`src/blit_engine_pkg.sv`:
```
// Overview of operation
// - Rectangle copy moves a display area elsewhere
// - Source, destination, size come from registers
// - Mix 0067H copies memory value unchanged
// - Read bit is AND of enabled planes
// - Read bit picks foreground or background mix
// - Only write-mask planes of destination change
// - Colour mixes expand mono to two colours
// - Pattern tiles 8x8, aligned to multiples of 8
// - Pattern fill type code starts pattern fill
// - Write mask holds until software rewrites it
// - Short vectors: up to 15 pixels, 8 directions
// - Vector byte: direction, draw flag, length
// - Two vectors per word, swap orders them
// - Parameter-only command latches, writes no pixel
// - Last-pixel-off omits each vector's final pixel
package blit_engine_pkg;

    // ----------------------------------------
    // Register offsets
    // ----------------------------------------
    localparam logic [15:0] OFF_COMMAND = 16'h9AE8;
    localparam logic [15:0] OFF_SHORT_VECTOR = 16'h9EE8;
    localparam logic [15:0] OFF_WRITE_MASK = 16'hAAE8;
    localparam logic [15:0] OFF_READ_MASK = 16'hAEE8;
    localparam logic [15:0] OFF_PIXEL_CONTROL = 16'hBEE8;
    localparam logic [15:0] OFF_CURRENT_POINT = 16'h8200;
    localparam logic [15:0] OFF_DEST_POINT = 16'h8204;
    localparam logic [15:0] OFF_RECT_SIZE = 16'h8208;
    localparam logic [15:0] OFF_MIX_PAIR = 16'h820C;
    localparam logic [15:0] OFF_FORE_COLOUR = 16'h8210;
    localparam logic [15:0] OFF_BACK_COLOUR = 16'h8214;

    // ----------------------------------------
    // Command and status fields
    // ----------------------------------------
    localparam int CMD_TYPE_HI = 15;
    localparam int CMD_TYPE_LO = 13;
    localparam int CMD_SWAP_BIT = 12;
    localparam int CMD_Y_POS_BIT = 7;
    localparam int CMD_X_MAJOR_BIT = 6;
    localparam int CMD_X_POS_BIT = 5;
    localparam int CMD_DRAW_BIT = 4;
    localparam int CMD_LAST_OFF_BIT = 2;
    localparam int CMD_MULTI_BIT = 1;
    localparam logic [2:0] TYPE_PARAM_ONLY = 3'h0;
    localparam logic [2:0] TYPE_RECT_COPY = 3'h6;
    localparam logic [2:0] TYPE_PATTERN_FILL = 3'h7;
    localparam int STAT_BUSY_BIT = 9;
    localparam int STAT_VEC_FULL_BIT = 0;

    // ----------------------------------------
    // Mix, pixel control and vector fields
    // ----------------------------------------
    localparam int MIX_SRC_HI = 6;
    localparam int MIX_SRC_LO = 5;
    localparam logic [1:0] SRC_BACK_COLOUR = 2'h0;
    localparam logic [1:0] SRC_FORE_COLOUR = 2'h1;
    localparam logic [1:0] SRC_HOST_DATA = 2'h2;
    localparam logic [1:0] SRC_DISPLAY_MEM = 2'h3;
    localparam int PCTL_SEL_HI = 7;
    localparam int PCTL_SEL_LO = 6;
    localparam logic [1:0] SEL_BITMAP = 2'h3;
    localparam int VEC_DIR_HI = 7;
    localparam int VEC_DIR_LO = 5;
    localparam int VEC_DRAW_BIT = 4;
    localparam int VEC_LEN_HI = 3;
    localparam int VEC_LEN_LO = 0;
    localparam logic [2:0] TILE_MASK = 3'h7;

    // ----------------------------------------
    // Reset values
    // ----------------------------------------
    localparam logic [15:0] RST_COMMAND = 16'h0000;
    localparam logic [15:0] RST_PIXEL_CONTROL = 16'hA000;
    localparam logic [31:0] RST_MASK = 32'hFFFFFFFF;

    typedef enum logic [2:0] {
        ST_IDLE,
        ST_SRC,
        ST_DST,
        ST_WR,
        ST_STEP,
        ST_VEC
    } engine_state_t;

endpackage

```
`src/blit_pattern_stroke_engine.sv`:
```
`timescale 1ns/1ps
module blit_pattern_stroke_engine
    import blit_engine_pkg::*;
#(
    parameter int PIX_W = 32
)
(
    input wire logic ref_clk_i,
    input wire logic rst_b_i,
    input wire logic reg_wr_i,
    input wire logic reg_rd_i,
    input wire logic [15:0] reg_addr_i,
    input wire logic [31:0] reg_wdata_i,
    output logic [31:0] reg_rdata_o,
    output logic busy_o,
    output logic mem_req_o,
    output logic mem_we_o,
    output logic [15:0] mem_x_o,
    output logic [15:0] mem_y_o,
    output logic [PIX_W-1:0] mem_wdata_o,
    output logic [31:0] mem_plane_mask_o,
    input wire logic mem_ack_i,
    input wire logic [PIX_W-1:0] mem_rdata_i
);
    if (PIX_W < 1 || PIX_W > 32)
    begin : g_check
        $error("PIX_W must lie between 1 and 32");
    end

    typedef struct packed {
        engine_state_t st;
        logic [15:0] cmd;
        logic [15:0] cur_x;
        logic [15:0] cur_y;
        logic [15:0] stp_x;
        logic [15:0] stp_y;
        logic [15:0] size_w;
        logic [15:0] size_h;
        logic [15:0] fmix;
        logic [15:0] bmix;
        logic [15:0] pctl;
        logic [31:0] fcol;
        logic [31:0] bcol;
        logic [31:0] wmask;
        logic [31:0] rmask;
        logic [15:0] vec;
        logic vec_full;
        logic op_vec;
        logic vec_hi;
        logic [3:0] vcnt;
        logic [15:0] sx;
        logic [15:0] sy;
        logic [15:0] dx;
        logic [15:0] dy;
        logic [15:0] xcnt;
        logic [15:0] ycnt;
        logic [PIX_W-1:0] src;
        logic [PIX_W-1:0] dst;
        logic req;
        logic we;
        logic [15:0] ax;
        logic [15:0] ay;
        logic [PIX_W-1:0] wdata;
        logic [31:0] rdata;
    } engine_regs_t;

    engine_regs_t r;
    engine_regs_t next_r;
    logic rst_meta;
    logic rst_sync;
    logic read_bit;
    logic sel_fore;
    logic need_src;
    logic [15:0] mix_now;
    logic [PIX_W-1:0] mix_result;
    logic [7:0] vbyte;
    logic [3:0] vlen;
    logic vdraw;
    logic last_off;
    logic [3:0] vrem;
    logic [15:0] vnx;
    logic [15:0] vny;

    // ----------------------------------------
    // Reset release
    // ----------------------------------------
    always_ff @(posedge ref_clk_i or negedge rst_b_i)
    begin
        if (!rst_b_i)
        begin
            rst_meta <= 1'b0;
            rst_sync <= 1'b0;
        end
        else
        begin
            rst_meta <= 1'b1;
            rst_sync <= rst_meta;
        end
    end

    // ----------------------------------------
    // Pixel decision
    // ----------------------------------------
    assign read_bit = &(r.src | ~r.rmask[PIX_W-1:0]);
    assign sel_fore = (r.pctl[PCTL_SEL_HI:PCTL_SEL_LO] != SEL_BITMAP) ||
                      r.op_vec || read_bit;
    assign mix_now = sel_fore ? r.fmix : r.bmix;
    assign need_src = (r.fmix[MIX_SRC_HI:MIX_SRC_LO] == SRC_DISPLAY_MEM) ||
                      (r.bmix[MIX_SRC_HI:MIX_SRC_LO] == SRC_DISPLAY_MEM) ||
                      (r.pctl[PCTL_SEL_HI:PCTL_SEL_LO] == SEL_BITMAP);

    pixel_mix_unit #(
        .PIX_W(PIX_W)
    ) u_mix (
        .mix_i(mix_now),
        .fore_colour_i(r.fcol[PIX_W-1:0]),
        .back_colour_i(r.bcol[PIX_W-1:0]),
        .mem_src_i(r.src),
        .dest_i(r.dst),
        .result_o(mix_result)
    );

    // Swap set means the low byte runs first
    assign vbyte = (r.vec_hi == r.cmd[CMD_SWAP_BIT]) ? r.vec[15:8] :
                   r.vec[7:0];
    assign vlen = vbyte[VEC_LEN_HI:VEC_LEN_LO];
    assign vdraw = vbyte[VEC_DRAW_BIT];
    assign last_off = r.cmd[CMD_LAST_OFF_BIT];
    assign vrem = r.vcnt - 4'h1;

    // One 45 degree step; y grows downward
    always_comb
    begin
        vnx = r.dx;
        vny = r.dy;
        case (vbyte[VEC_DIR_HI:VEC_DIR_LO])
            3'h0: vnx = r.dx + 16'h0001;
            3'h1:
            begin
                vnx = r.dx + 16'h0001;
                vny = r.dy - 16'h0001;
            end
            3'h2: vny = r.dy - 16'h0001;
            3'h3:
            begin
                vnx = r.dx - 16'h0001;
                vny = r.dy - 16'h0001;
            end
            3'h4: vnx = r.dx - 16'h0001;
            3'h5:
            begin
                vnx = r.dx - 16'h0001;
                vny = r.dy + 16'h0001;
            end
            3'h6: vny = r.dy + 16'h0001;
            default:
            begin
                vnx = r.dx + 16'h0001;
                vny = r.dy + 16'h0001;
            end
        endcase
    end

    // ----------------------------------------
    // Next state
    // ----------------------------------------
    always_comb
    begin
        next_r = r;
        case (r.st)
            ST_IDLE:
            begin
                if (r.vec_full)
                begin
                    next_r.op_vec = 1'b1;
                    next_r.vec_hi = 1'b0;
                    next_r.dx = r.cur_x;
                    next_r.dy = r.cur_y;
                    next_r.st = ST_VEC;
                end
            end
            ST_SRC:
            begin
                if (!r.req)
                begin
                    next_r.req = 1'b1;
                    next_r.we = 1'b0;
                    if (r.cmd[CMD_TYPE_HI:CMD_TYPE_LO] == TYPE_PATTERN_FILL)
                    begin
                        // Tile phase follows destination x and y mod 8
                        next_r.ax = r.cur_x + {13'h0000,
                                    r.dx[2:0] & TILE_MASK};
                        next_r.ay = r.cur_y + {13'h0000,
                                    r.dy[2:0] & TILE_MASK};
                    end
                    else
                    begin
                        next_r.ax = r.sx;
                        next_r.ay = r.sy;
                    end
                end
                else if (mem_ack_i)
                begin
                    next_r.req = 1'b0;
                    next_r.src = mem_rdata_i;
                    next_r.st = ST_DST;
                end
            end
            ST_DST:
            begin
                if (!r.req)
                begin
                    next_r.req = 1'b1;
                    next_r.we = 1'b0;
                    next_r.ax = r.dx;
                    next_r.ay = r.dy;
                end
                else if (mem_ack_i)
                begin
                    next_r.req = 1'b0;
                    next_r.dst = mem_rdata_i;
                    next_r.st = ST_WR;
                end
            end
            ST_WR:
            begin
                if (!r.req)
                begin
                    next_r.req = 1'b1;
                    next_r.we = 1'b1;
                    next_r.wdata = (mix_result & r.wmask[PIX_W-1:0]) |
                                   (r.dst & ~r.wmask[PIX_W-1:0]);
                end
                else if (mem_ack_i)
                begin
                    next_r.req = 1'b0;
                    next_r.we = 1'b0;
                    next_r.st = ST_STEP;
                end
            end
            ST_STEP:
            begin
                if (r.op_vec)
                begin
                    next_r.dx = vnx;
                    next_r.dy = vny;
                    next_r.vcnt = vrem;
                    if (vrem == 4'h0)
                    begin
                        next_r.st = ST_VEC;
                        next_r.vec_hi = 1'b1;
                        if (r.vec_hi)
                        begin
                            next_r.st = ST_IDLE;
                            next_r.op_vec = 1'b0;
                            next_r.vec_full = 1'b0;
                            next_r.cur_x = vnx;
                            next_r.cur_y = vny;
                        end
                    end
                    else if (vdraw && !(vrem == 4'h1 && last_off))
                        next_r.st = ST_DST;
                end
                else if (r.xcnt == r.size_w)
                begin
                    next_r.xcnt = 16'h0000;
                    next_r.sx = r.cur_x;
                    next_r.dx = r.stp_x;
                    if (r.ycnt == r.size_h)
                        next_r.st = ST_IDLE;
                    else
                    begin
                        next_r.ycnt = r.ycnt + 16'h0001;
                        next_r.sy = r.cmd[CMD_Y_POS_BIT] ?
                                    r.sy + 16'h0001 : r.sy - 16'h0001;
                        next_r.dy = r.cmd[CMD_Y_POS_BIT] ?
                                    r.dy + 16'h0001 : r.dy - 16'h0001;
                        next_r.st = need_src ? ST_SRC : ST_DST;
                    end
                end
                else
                begin
                    next_r.xcnt = r.xcnt + 16'h0001;
                    next_r.sx = r.cmd[CMD_X_POS_BIT] ?
                                r.sx + 16'h0001 : r.sx - 16'h0001;
                    next_r.dx = r.cmd[CMD_X_POS_BIT] ?
                                r.dx + 16'h0001 : r.dx - 16'h0001;
                    next_r.st = need_src ? ST_SRC : ST_DST;
                end
            end
            ST_VEC:
            begin
                next_r.vcnt = vlen;
                if (vlen == 4'h0)
                begin
                    next_r.vec_hi = 1'b1;
                    if (r.vec_hi)
                    begin
                        next_r.st = ST_IDLE;
                        next_r.op_vec = 1'b0;
                        next_r.vec_full = 1'b0;
                        next_r.cur_x = r.dx;
                        next_r.cur_y = r.dy;
                    end
                end
                else if (vdraw && !(vlen == 4'h1 && last_off))
                    next_r.st = ST_DST;
                else
                    next_r.st = ST_STEP;
            end
            default:
                next_r.st = ST_IDLE;
        endcase

        // ----------------------------------------
        // Register writes
        // ----------------------------------------
        if (reg_wr_i)
        begin
            case (reg_addr_i)
                OFF_COMMAND:
                begin
                    if (r.st == ST_IDLE && !r.vec_full)
                    begin
                        next_r.cmd = reg_wdata_i[15:0];
                        next_r.sx = r.cur_x;
                        next_r.sy = r.cur_y;
                        next_r.dx = r.stp_x;
                        next_r.dy = r.stp_y;
                        next_r.xcnt = 16'h0000;
                        next_r.ycnt = 16'h0000;
                        next_r.op_vec = 1'b0;
                        if (reg_wdata_i[CMD_DRAW_BIT] &&
                            (reg_wdata_i[CMD_TYPE_HI:CMD_TYPE_LO] ==
                             TYPE_RECT_COPY ||
                             reg_wdata_i[CMD_TYPE_HI:CMD_TYPE_LO] ==
                             TYPE_PATTERN_FILL))
                            next_r.st = need_src ? ST_SRC : ST_DST;
                    end
                end
                OFF_SHORT_VECTOR:
                begin
                    // A slot freed this same cycle still takes the word
                    if (!next_r.vec_full)
                    begin
                        next_r.vec = reg_wdata_i[15:0];
                        next_r.vec_full = 1'b1;
                    end
                end
                OFF_WRITE_MASK: next_r.wmask = reg_wdata_i;
                OFF_READ_MASK: next_r.rmask = reg_wdata_i;
                OFF_PIXEL_CONTROL: next_r.pctl = reg_wdata_i[15:0];
                OFF_CURRENT_POINT:
                begin
                    next_r.cur_x = reg_wdata_i[31:16];
                    next_r.cur_y = reg_wdata_i[15:0];
                end
                OFF_DEST_POINT:
                begin
                    next_r.stp_x = reg_wdata_i[31:16];
                    next_r.stp_y = reg_wdata_i[15:0];
                end
                OFF_RECT_SIZE:
                begin
                    next_r.size_w = reg_wdata_i[31:16];
                    next_r.size_h = reg_wdata_i[15:0];
                end
                OFF_MIX_PAIR:
                begin
                    next_r.fmix = reg_wdata_i[31:16];
                    next_r.bmix = reg_wdata_i[15:0];
                end
                OFF_FORE_COLOUR: next_r.fcol = reg_wdata_i;
                OFF_BACK_COLOUR: next_r.bcol = reg_wdata_i;
                default: ;
            endcase
        end

        // ----------------------------------------
        // Register reads
        // ----------------------------------------
        if (reg_rd_i)
        begin
            next_r.rdata = 32'h00000000;
            case (reg_addr_i)
                OFF_COMMAND:
                begin
                    next_r.rdata[STAT_BUSY_BIT] = (r.st != ST_IDLE);
                    next_r.rdata[STAT_VEC_FULL_BIT] = r.vec_full;
                end
                OFF_WRITE_MASK: next_r.rdata = r.wmask;
                OFF_READ_MASK: next_r.rdata = r.rmask;
                OFF_PIXEL_CONTROL: next_r.rdata = {16'h0000, r.pctl};
                OFF_CURRENT_POINT: next_r.rdata = {r.cur_x, r.cur_y};
                OFF_DEST_POINT: next_r.rdata = {r.stp_x, r.stp_y};
                OFF_RECT_SIZE: next_r.rdata = {r.size_w, r.size_h};
                OFF_MIX_PAIR: next_r.rdata = {r.fmix, r.bmix};
                OFF_FORE_COLOUR: next_r.rdata = r.fcol;
                OFF_BACK_COLOUR: next_r.rdata = r.bcol;
                default: next_r.rdata = 32'h00000000;
            endcase
        end
    end

    // ----------------------------------------
    // State register
    // ----------------------------------------
    always_ff @(posedge ref_clk_i or negedge rst_sync)
    begin
        if (!rst_sync)
        begin
            r <= '0;
            r.st <= ST_IDLE;
            r.cmd <= RST_COMMAND;
            r.pctl <= RST_PIXEL_CONTROL;
            r.wmask <= RST_MASK;
            r.rmask <= RST_MASK;
        end
        else
            r <= next_r;
    end

    assign reg_rdata_o = r.rdata;
    assign busy_o = (r.st != ST_IDLE) || r.vec_full;
    assign mem_req_o = r.req;
    assign mem_we_o = r.we;
    assign mem_x_o = r.ax;
    assign mem_y_o = r.ay;
    assign mem_wdata_o = r.wdata;
    assign mem_plane_mask_o = r.wmask;
endmodule // blit_pattern_stroke_engine

```
`src/pixel_mix_unit.sv`:
```
`timescale 1ns/1ps
module pixel_mix_unit
    import blit_engine_pkg::*;
#(
    parameter int PIX_W = 32
)
(
    input wire logic [15:0] mix_i,
    input wire logic [PIX_W-1:0] fore_colour_i,
    input wire logic [PIX_W-1:0] back_colour_i,
    input wire logic [PIX_W-1:0] mem_src_i,
    input wire logic [PIX_W-1:0] dest_i,
    output logic [PIX_W-1:0] result_o
);
    logic [PIX_W-1:0] s;
    logic [PIX_W-1:0] d;

    // ----------------------------------------
    // Colour source and raster function
    // ----------------------------------------
    always_comb
    begin
        case (mix_i[MIX_SRC_HI:MIX_SRC_LO])
            SRC_BACK_COLOUR: s = back_colour_i;
            SRC_FORE_COLOUR: s = fore_colour_i;
            SRC_DISPLAY_MEM: s = mem_src_i;
            default: s = '0;
        endcase
        d = dest_i;
        case (mix_i[3:0])
            4'h0: result_o = ~d;
            4'h1: result_o = '0;
            4'h2: result_o = '1;
            4'h3: result_o = d;
            4'h4: result_o = ~s;
            4'h5: result_o = s ^ d;
            4'h6: result_o = ~(s ^ d);
            4'h7: result_o = s;
            4'h8: result_o = ~s | ~d;
            4'h9: result_o = ~s | d;
            4'hA: result_o = s | ~d;
            4'hB: result_o = s | d;
            4'hC: result_o = s & d;
            4'hD: result_o = ~s & d;
            4'hE: result_o = s & ~d;
            default: result_o = ~s & ~d;
        endcase
    end
endmodule // pixel_mix_unit

```
`config.mk`:
```
export PLATFORM = sky130hd
export DESIGN_NAME = blit_pattern_stroke_engine
export DESIGN_NICKNAME = d
export VERILOG_FILES = /design/src/blit_engine_pkg.sv /design/src/blit_pattern_stroke_engine.sv /design/src/pixel_mix_unit.sv
export SDC_FILE = /design/constraint.sdc
export NUM_CORES = 1
export LEC_CHECK = 0
export ABC_AREA = 0
export BUFFER_PORTS_ARGS = -buffer_cell sky130_fd_sc_hd__buf_4
export CORE_ASPECT_RATIO = 1.2
export CORE_UTILIZATION = 30
export DETAILED_ROUTE_END_ITERATION = 10
export SLEW_MARGIN = 20
export SYNTH_ARGS = -nofsm -noshare
export SYNTH_HDL_FRONTEND = slang
export SYNTH_SLANG_ARGS = --single-unit
```
`constraint.sdc`:
```
create_clock -name ref_clk_i -period 22.9 [get_ports ref_clk_i]
set_input_delay 1.145 -clock ref_clk_i [delete_from_list [all_inputs] [get_ports ref_clk_i]]
set_output_delay 1.145 -clock ref_clk_i [all_outputs]
set_load 0.05 [all_outputs]
```
# Word level (Yosys, flattened, before mapping)
# Cells that the tools add are included.
[word_totals] ff_bits=574 in_bits=85 output_inout_bits=131
[classes] addsub=13 n_eq_ne=57 muxes=94 bitwise=20 reduce_logical=48
[op_table] op="$mux W32" n=20
[op_table] op="$pmux W32 S15" n=1
[op_table] op="$mux W309" n=1
[op_table] op="$mux W96" n=3
[op_table] op="$mux W16" n=14
[op_table] op="$pmux W22 S9" n=1
[op_table] op="$and A32 B32 Y32" n=6
[op_table] op="$or A32 B32 Y32" n=6
[op_table] op="$pmux W32 S2" n=3
[op_table] op="$eq A16 B16 Y1 const B" n=11
[op_table] op="$not A32 Y32" n=5
[op_table] op="$add A16 B1 Y16 const B" n=6
[op_table] op="$pmux W32 S3" n=1
[op_table] op="$pmux W8 S9" n=1
[op_table] op="$mux W33" n=2
[op_table] op="$pmux W16 S2" n=2
[op_table] op="$sub A16 B1 Y16 const B" n=4
[op_table] op="$mux W3" n=17
[op_table] op="$mux W19" n=2
[op_table] op="$mux W17" n=2
[op_table] op="$add A16 B3 Y16" n=2
[op_table] op="$eq A16 B16 Y1" n=2
[op_table] op="$reduce_and A32 Y1" n=1
[op_table] op="$xor A32 B32 Y32" n=1
[op_table] op="other kinds (37)" n=118

# Longest topological paths before layout
[depth] word_depth=13 ltp_mapped=14 ltp_nobuf=12

# By module
# Synthesis repeated with hierarchy kept, for this count alone.
[unflattened] cells_unflattened=3941 hier_area_um2=37492.2
[modules_own_cells] module="blit_pattern_stroke_engine" n_inst=1 cells_per_inst=3203 area_each_um2=31931.9 seq_area_each_um2=14221.1
[modules_own_cells] module="pixel_mix_unit" n_inst=1 cells_per_inst=738 area_each_um2=5560.3 seq_area_each_um2=0.0

# Worst setup path before layout
# OpenSTA, ideal clock, no wires.
[synth_path] path_type="register -> register" startpoint="reg r[558] (netlist bit)" endpoint="reg r[256] (netlist bit)" setup_time_ps=145 arrival_time_ps=3709 t_required_ps=22755 setup_slack_ps=19046 stages_incl_launch_ff=15 path_buffers=2 synth_period_minus_slack_ps=3854 cell_sequence="dfrtp_1 clkbuf_1 clkinv_1 buf_1 fa_1 a21o_1 a21oi_1 o21bai_1 a2111o_1 a41oi_1 o21ai_0 a21o_1 a211oi_1 a31o_2 a21oi_1"
[synth_rtl] item="from (decl)" line_no="blit_pattern_stroke_engine.sv:67" source="engine_regs_t r;"
[synth_rtl] item="from (signal assigned)" line_no="blit_pattern_stroke_engine.sv:420" source="r <= next_r;"

# Worst setup path after layout
[layout_path] startpoint="reg r[312] (netlist bit)" endpoint="reg r (netlist bit mem_wdata_o[16])"
[layout_between] elab_chain_len=12 word_cells_on_any_way=38 cone_classes="eq/ne: 16; mux: 3; bitwise: 15; reduce/logical: 4"
[layout_lines] item="$not A32 Y32 (*)" line_no="blit_pattern_stroke_engine.sv:104" source="assign read_bit = &(r.src | ~r.rmask[PIX_W-1:0]);"
[layout_lines] item="$or A32 B32 Y32 (*)" line_no="blit_pattern_stroke_engine.sv:104"
[layout_lines] item="$reduce_and A32 Y1 (*)" line_no="blit_pattern_stroke_engine.sv:104"
[layout_lines] item="$logic_or A1 B1 Y1 (*)" line_no="blit_pattern_stroke_engine.sv:106" source="r.op_vec || read_bit;"
[layout_lines] item="$mux W7 (*)" line_no="blit_pattern_stroke_engine.sv:107" source="assign mix_now = sel_fore ? r.fmix : r.bmix;"
[layout_lines] item="$eq A2 B2 Y1 (tied with other cells)" line_no="pixel_mix_unit.sv:23" source="case (mix_i[MIX_SRC_HI:MIX_SRC_LO])"
[layout_lines] item="$pmux W32 S3" line_no="pixel_mix_unit.sv:23"
[layout_lines] item="$not A32 Y32 / $xor A32 B32 Y32 (equally long branches)"
[layout_lines] item="$and A32 B32 Y32 (tied with other cells)" line_no="pixel_mix_unit.sv:46" source="default: result_o = ~s & ~d;"
[layout_lines] item="$pmux W32 S15 (*)" line_no="pixel_mix_unit.sv:30" source="case (mix_i[3:0])"
[layout_lines] item="$and A32 B32 Y32 (*)" line_no="blit_pattern_stroke_engine.sv:231" source="next_r.wdata = (mix_result & r.wmask[PIX_W-1:0]) |"
[layout_lines] item="$or A32 B32 Y32 (*)" line_no="blit_pattern_stroke_engine.sv:231"
# Every way passes the cells marked *; elsewhere a longest branch is shown, timed or not.
# A chain may end at the register's enable or synchronous reset.

==> results.md <==
* Met2 GRT Util at 31.62%
* Vias in the first global route at 28730
* Post-synthesis mux area share at 16.61%
* Layout cell share with drive strength beyond 1 at 21.79%
* Die Y at 378.2 um
* Violated checks: DRC
* Largest family of logic cells by synthesized area: multiplexers
* Leak at 16.72 nW
* Met1 GRT Util at 29.51%
* Final setup viols at 0
* Critical path peak fanout at 25
* Fin crit share at 21.67%
* Primary FF master, synth: dfrtp_1
* Type of origin of the critical path: flop
* DRC violations left at 14
* Pre-Repair DR Iteration Count at 11
* CTS Hold Bufs at 0
* Number of routed nets with antenna violations at 0
* Worst r2r dst: mem_wdata_o[16]$_DFFE_PN0P_
* Area grow syn2layout at 12.30%
* Int Pwr at 2.291 mW
* Post-synth EDFFs at 0
* Post-route insts no fill at 5311
* Avg Cell Area, Syn at 9.284 um^2
* Post-DP HPWL at 88330 um
* CTS H-tree lvls at 3
* Setup WS pre-CTS at 17920 ps
* Post-Place Cell Area at 0.03745 mm^2
* Design Area, Final at 0.03973 mm^2
* Comb pwr share at 32.4%
* Part of the power in registers at 38.8%
* Count of cell types in the netlist at 78
* Initial Util at 30.35%
* Crit path kind: reg2reg
* Sw power at 1.501 mW
* Register Area at 0.01422 mm^2
* Max Cap Violations at 0
* First-pass GRT wire length at 189700 um
* Clk_skew at 21.88 ps
* Clock power frac at 28.9%
* Nets at 3859
* Reg2Reg Depth at 11
* Grt peak-use layer: met2
* Routed length per instance at 23.97 um
* Sequential share of the synthesized area at 40.19%
* Simple-gate share of the synthesized area at 12.88%
* Least-Margin Pin Slew at 1158 ps
* Pwr dens at 95.42 mW/mm^2
* Placed cell count at 5184
* Outcome: complete, but fails checks
* Setup crit end kind: flop
* Clk sinks at 565
* Hold crit path type: in2async
* Tmin final at 4962 ps
* CTS Buf Count at 68
* Vias at 29730
* Syn. warnings at 0
* PostCTS Resize Cnt at 0
* Compound-Gate Fraction of Synth Area at 16.04%
* Synth async-reset ratio at 100.0%
* Slew margin rel. at 20.56%
* Met3 GRT Util at 4.956%
* Max frequency at 201.5 MHz
* Area of the multi-input gates at 0.01894 mm^2
* Clk slew on worst S/H paths at 60 ps
* Mapped Cells at 3811
* GPL Wtd Cong at 0.9171
* IO buf count at 215
* Worst-Skew Late Latency at 620 ps
* Largest net degree at the start of global routing at 152
* Final wirelength at 127300 um
* Total track usage at 20.94%
* R2r startpoint: r[312]$_DFFE_PN1P_
* Top cells by area, synth: dfrtp_1 35%, mux2_2 10%, mux2i_1 6.1%, dfstp_2 4.9%, a21oi_1 4.1%
* Clock tree root buffer cell: clkbuf_16
* Post-Syn Area at 0.03538 mm^2
* Sw Share at 39.58%
* Syn Nets at 3943
* Initial antenna violation count at 5
* Fin util at 34.09%
* RSZ-0062 raised after global routing: no
* DR vias/cell at 5.597
* R2r setup slk at 17940 ps
* Grt total ovfl at 0
* Core Area at 0.1166 mm^2
* Largest area contributor in the netlist: dfrtp_1
* WP data required at 23430 ps
* Iteration-0 DRC count of the detailed router at 3258
* Post-CTS Setup Repair Bufs at 0
* Final number of hold-violating endpoints at 0
* # IOs at 216
* Cell Rows at 137
* Area fraction of the dominant cell type after synthesis at 35.29%
* CTS tree: done
* FF+latch count, synth at 565
* Die Width at 315.5 um
* Hold_ws at 294.9 ps
* PnR worst setup slack at 17940 ps
* Worst path arrival time at 5490 ps
* Worst-case clock buffer depth at 3
* Final Power at 3.791 mW
* Post-Synth Adder-Cell Area at 1.747%
* Full die area at 0.1193 mm^2
* Fillers at 11910
* Setup_tns at 0 ps
* Final Max Tran Viols at 0
* Worst VDD drop at 0.09089 mV
* Post-synthesis xor/xnor area fraction at 5.739%
-- critical path: stages, from the launching register on --
cell and delay [ps]:
dfstp_2 370, nor2b_1 130, a2111oi_0 790, nand4_1 260
o21ai_4 750, mux2i_4 940, buf_4 470, mux2i_1 130
o21ai_1 300, xor2_1 200, mux2_1 330, a31oi_1 170
-- worst max-delay path by stage --
stage / startpoint / to / slack (ps) / cells after the start
after global routing: r[143]$_DFFE_PN0P_ / mem_wdata_o[30]$_DFFE_PN0P_ / 17770 / 11
after CTS: r[143]$_DFFE_PN0P_ / mem_wdata_o[16]$_DFFE_PN0P_ / 17920 / 11
final: r[312]$_DFFE_PN1P_ / mem_wdata_o[16]$_DFFE_PN0P_ / 17940 / 11
after floorplan: rst_sync$_DFF_PN0_ / last_off$_DFFE_PN0P_ / 6100 / 0
after detailed placement: r[143]$_DFFE_PN0P_ / mem_wdata_o[17]$_DFFE_PN0P_ / 17920 / 11
after global placement: reg_addr_i[2] / r[306]$_DFFE_PN1P_ / 17840 / 7
-- logic make-up (layout without fill, tap and decap cells) --
logic type / after synthesis / after routing
flip-flops: 565 / 565
adder cells (fa/ha/maj): 47 / 47
AND/OR/NAND/NOR: 1025 / 1025
buffers and inverters: 500 / 470
other: 1 / 2
AO/OA/AOI/OAI: 896 / 896
multiplexers: 546 / 546
XOR/XNOR: 231 / 231
-- state kept, by name, summed over array words and instances (netlist names) --
register,flops
rst_meta,1
mem_we_o,1
mem_y_o,16
mem_wdata_o,32
rst_sync,1
reg_rdata_o,32
r,432
last_off,1
mem_req_o,1
mem_x_o,16
mem_plane_mask_o,32
-- metal layers --
layer | up-vias | share of wire, %
li1 | 13290 | -
met1 | 14890 | 44
met2 | 1370 | 44
met3 | 167 | 9.3
met4 | 6 | 2.2
met5 | - | 0.027
-- placed cells by master, fill, tap and decap left out, drive strengths merged, types with 27 or more instances in the layout --
cell / n
dfrtp: 499
nor2: 377
nand2: 342
mux2: 329
a21oi: 287
buf: 277
mux2i: 217
o21ai: 208
xor2: 121
xnor2: 110
clkbuf: 99
o22ai: 77
inv: 70
dfstp: 66
a221oi: 56
nor3: 55
nand3: 54
nor2b: 49
ha: 43
a221o: 38
a211oi: 37
o211ai: 33
o221ai: 30
and3: 30
nand4: 27
a2bb2oi: 27
-- area by class of cell --
class | count | share of cell area, %
Tap cell | 1529 | 4.815
Inverter | 69 | 0.6518
Antenna cell | 1 | 0.006298
Clock inverter | 25 | 0.7683
Multi-Input combinational cell | 2746 | 47.66
Sequential cell | 565 | 35.80
Clock buffer | 99 | 4.852
Timing Repair Buffer | 277 | 5.444
-- synth_stat cells, drive strengths merged (7+ instances only) --
cell type,count
nor2,377
nor2b,49
clkbuf,235
a21oi,287
o21bai,7
inv,66
dfstp,66
a2111oi,11
a221o,38
nand3,54
dfrtp,499
a31oi,21
or2,8
a211oi,37
o22ai,77
a221oi,56
a21o,15
nor4,14
nand4,27
xor2,121
ha,43
o211ai,33
nand2b,16
o221ai,30
and3,30
or3,16
buf,196
nand3b,7
and2,8
o21ai,208
xnor2,110
mux2i,217
nand2,342
nor3,55
mux2,329
a2bb2oi,27
-- power by group through the flow --
| stage | Combinational [mW] | Sequential, mW | Clock, mW |
|---|---|---|---|
| 2_1_floorplan | 1.07 | 1.31 | 0 |
| 3_3_place_gp | 1.20 | 1.47 | 0 |
| 3_5_place_dp | 1.22 | 1.48 | 0 |
| 4_1_cts | 1.23 | 1.46 | 1.11 |
| 5_1_grt | 1.34 | 1.50 | 1.15 |
| 6_report | 1.23 | 1.47 | 1.09 |
No activity file was read; power rests on OpenSTA's default activity.
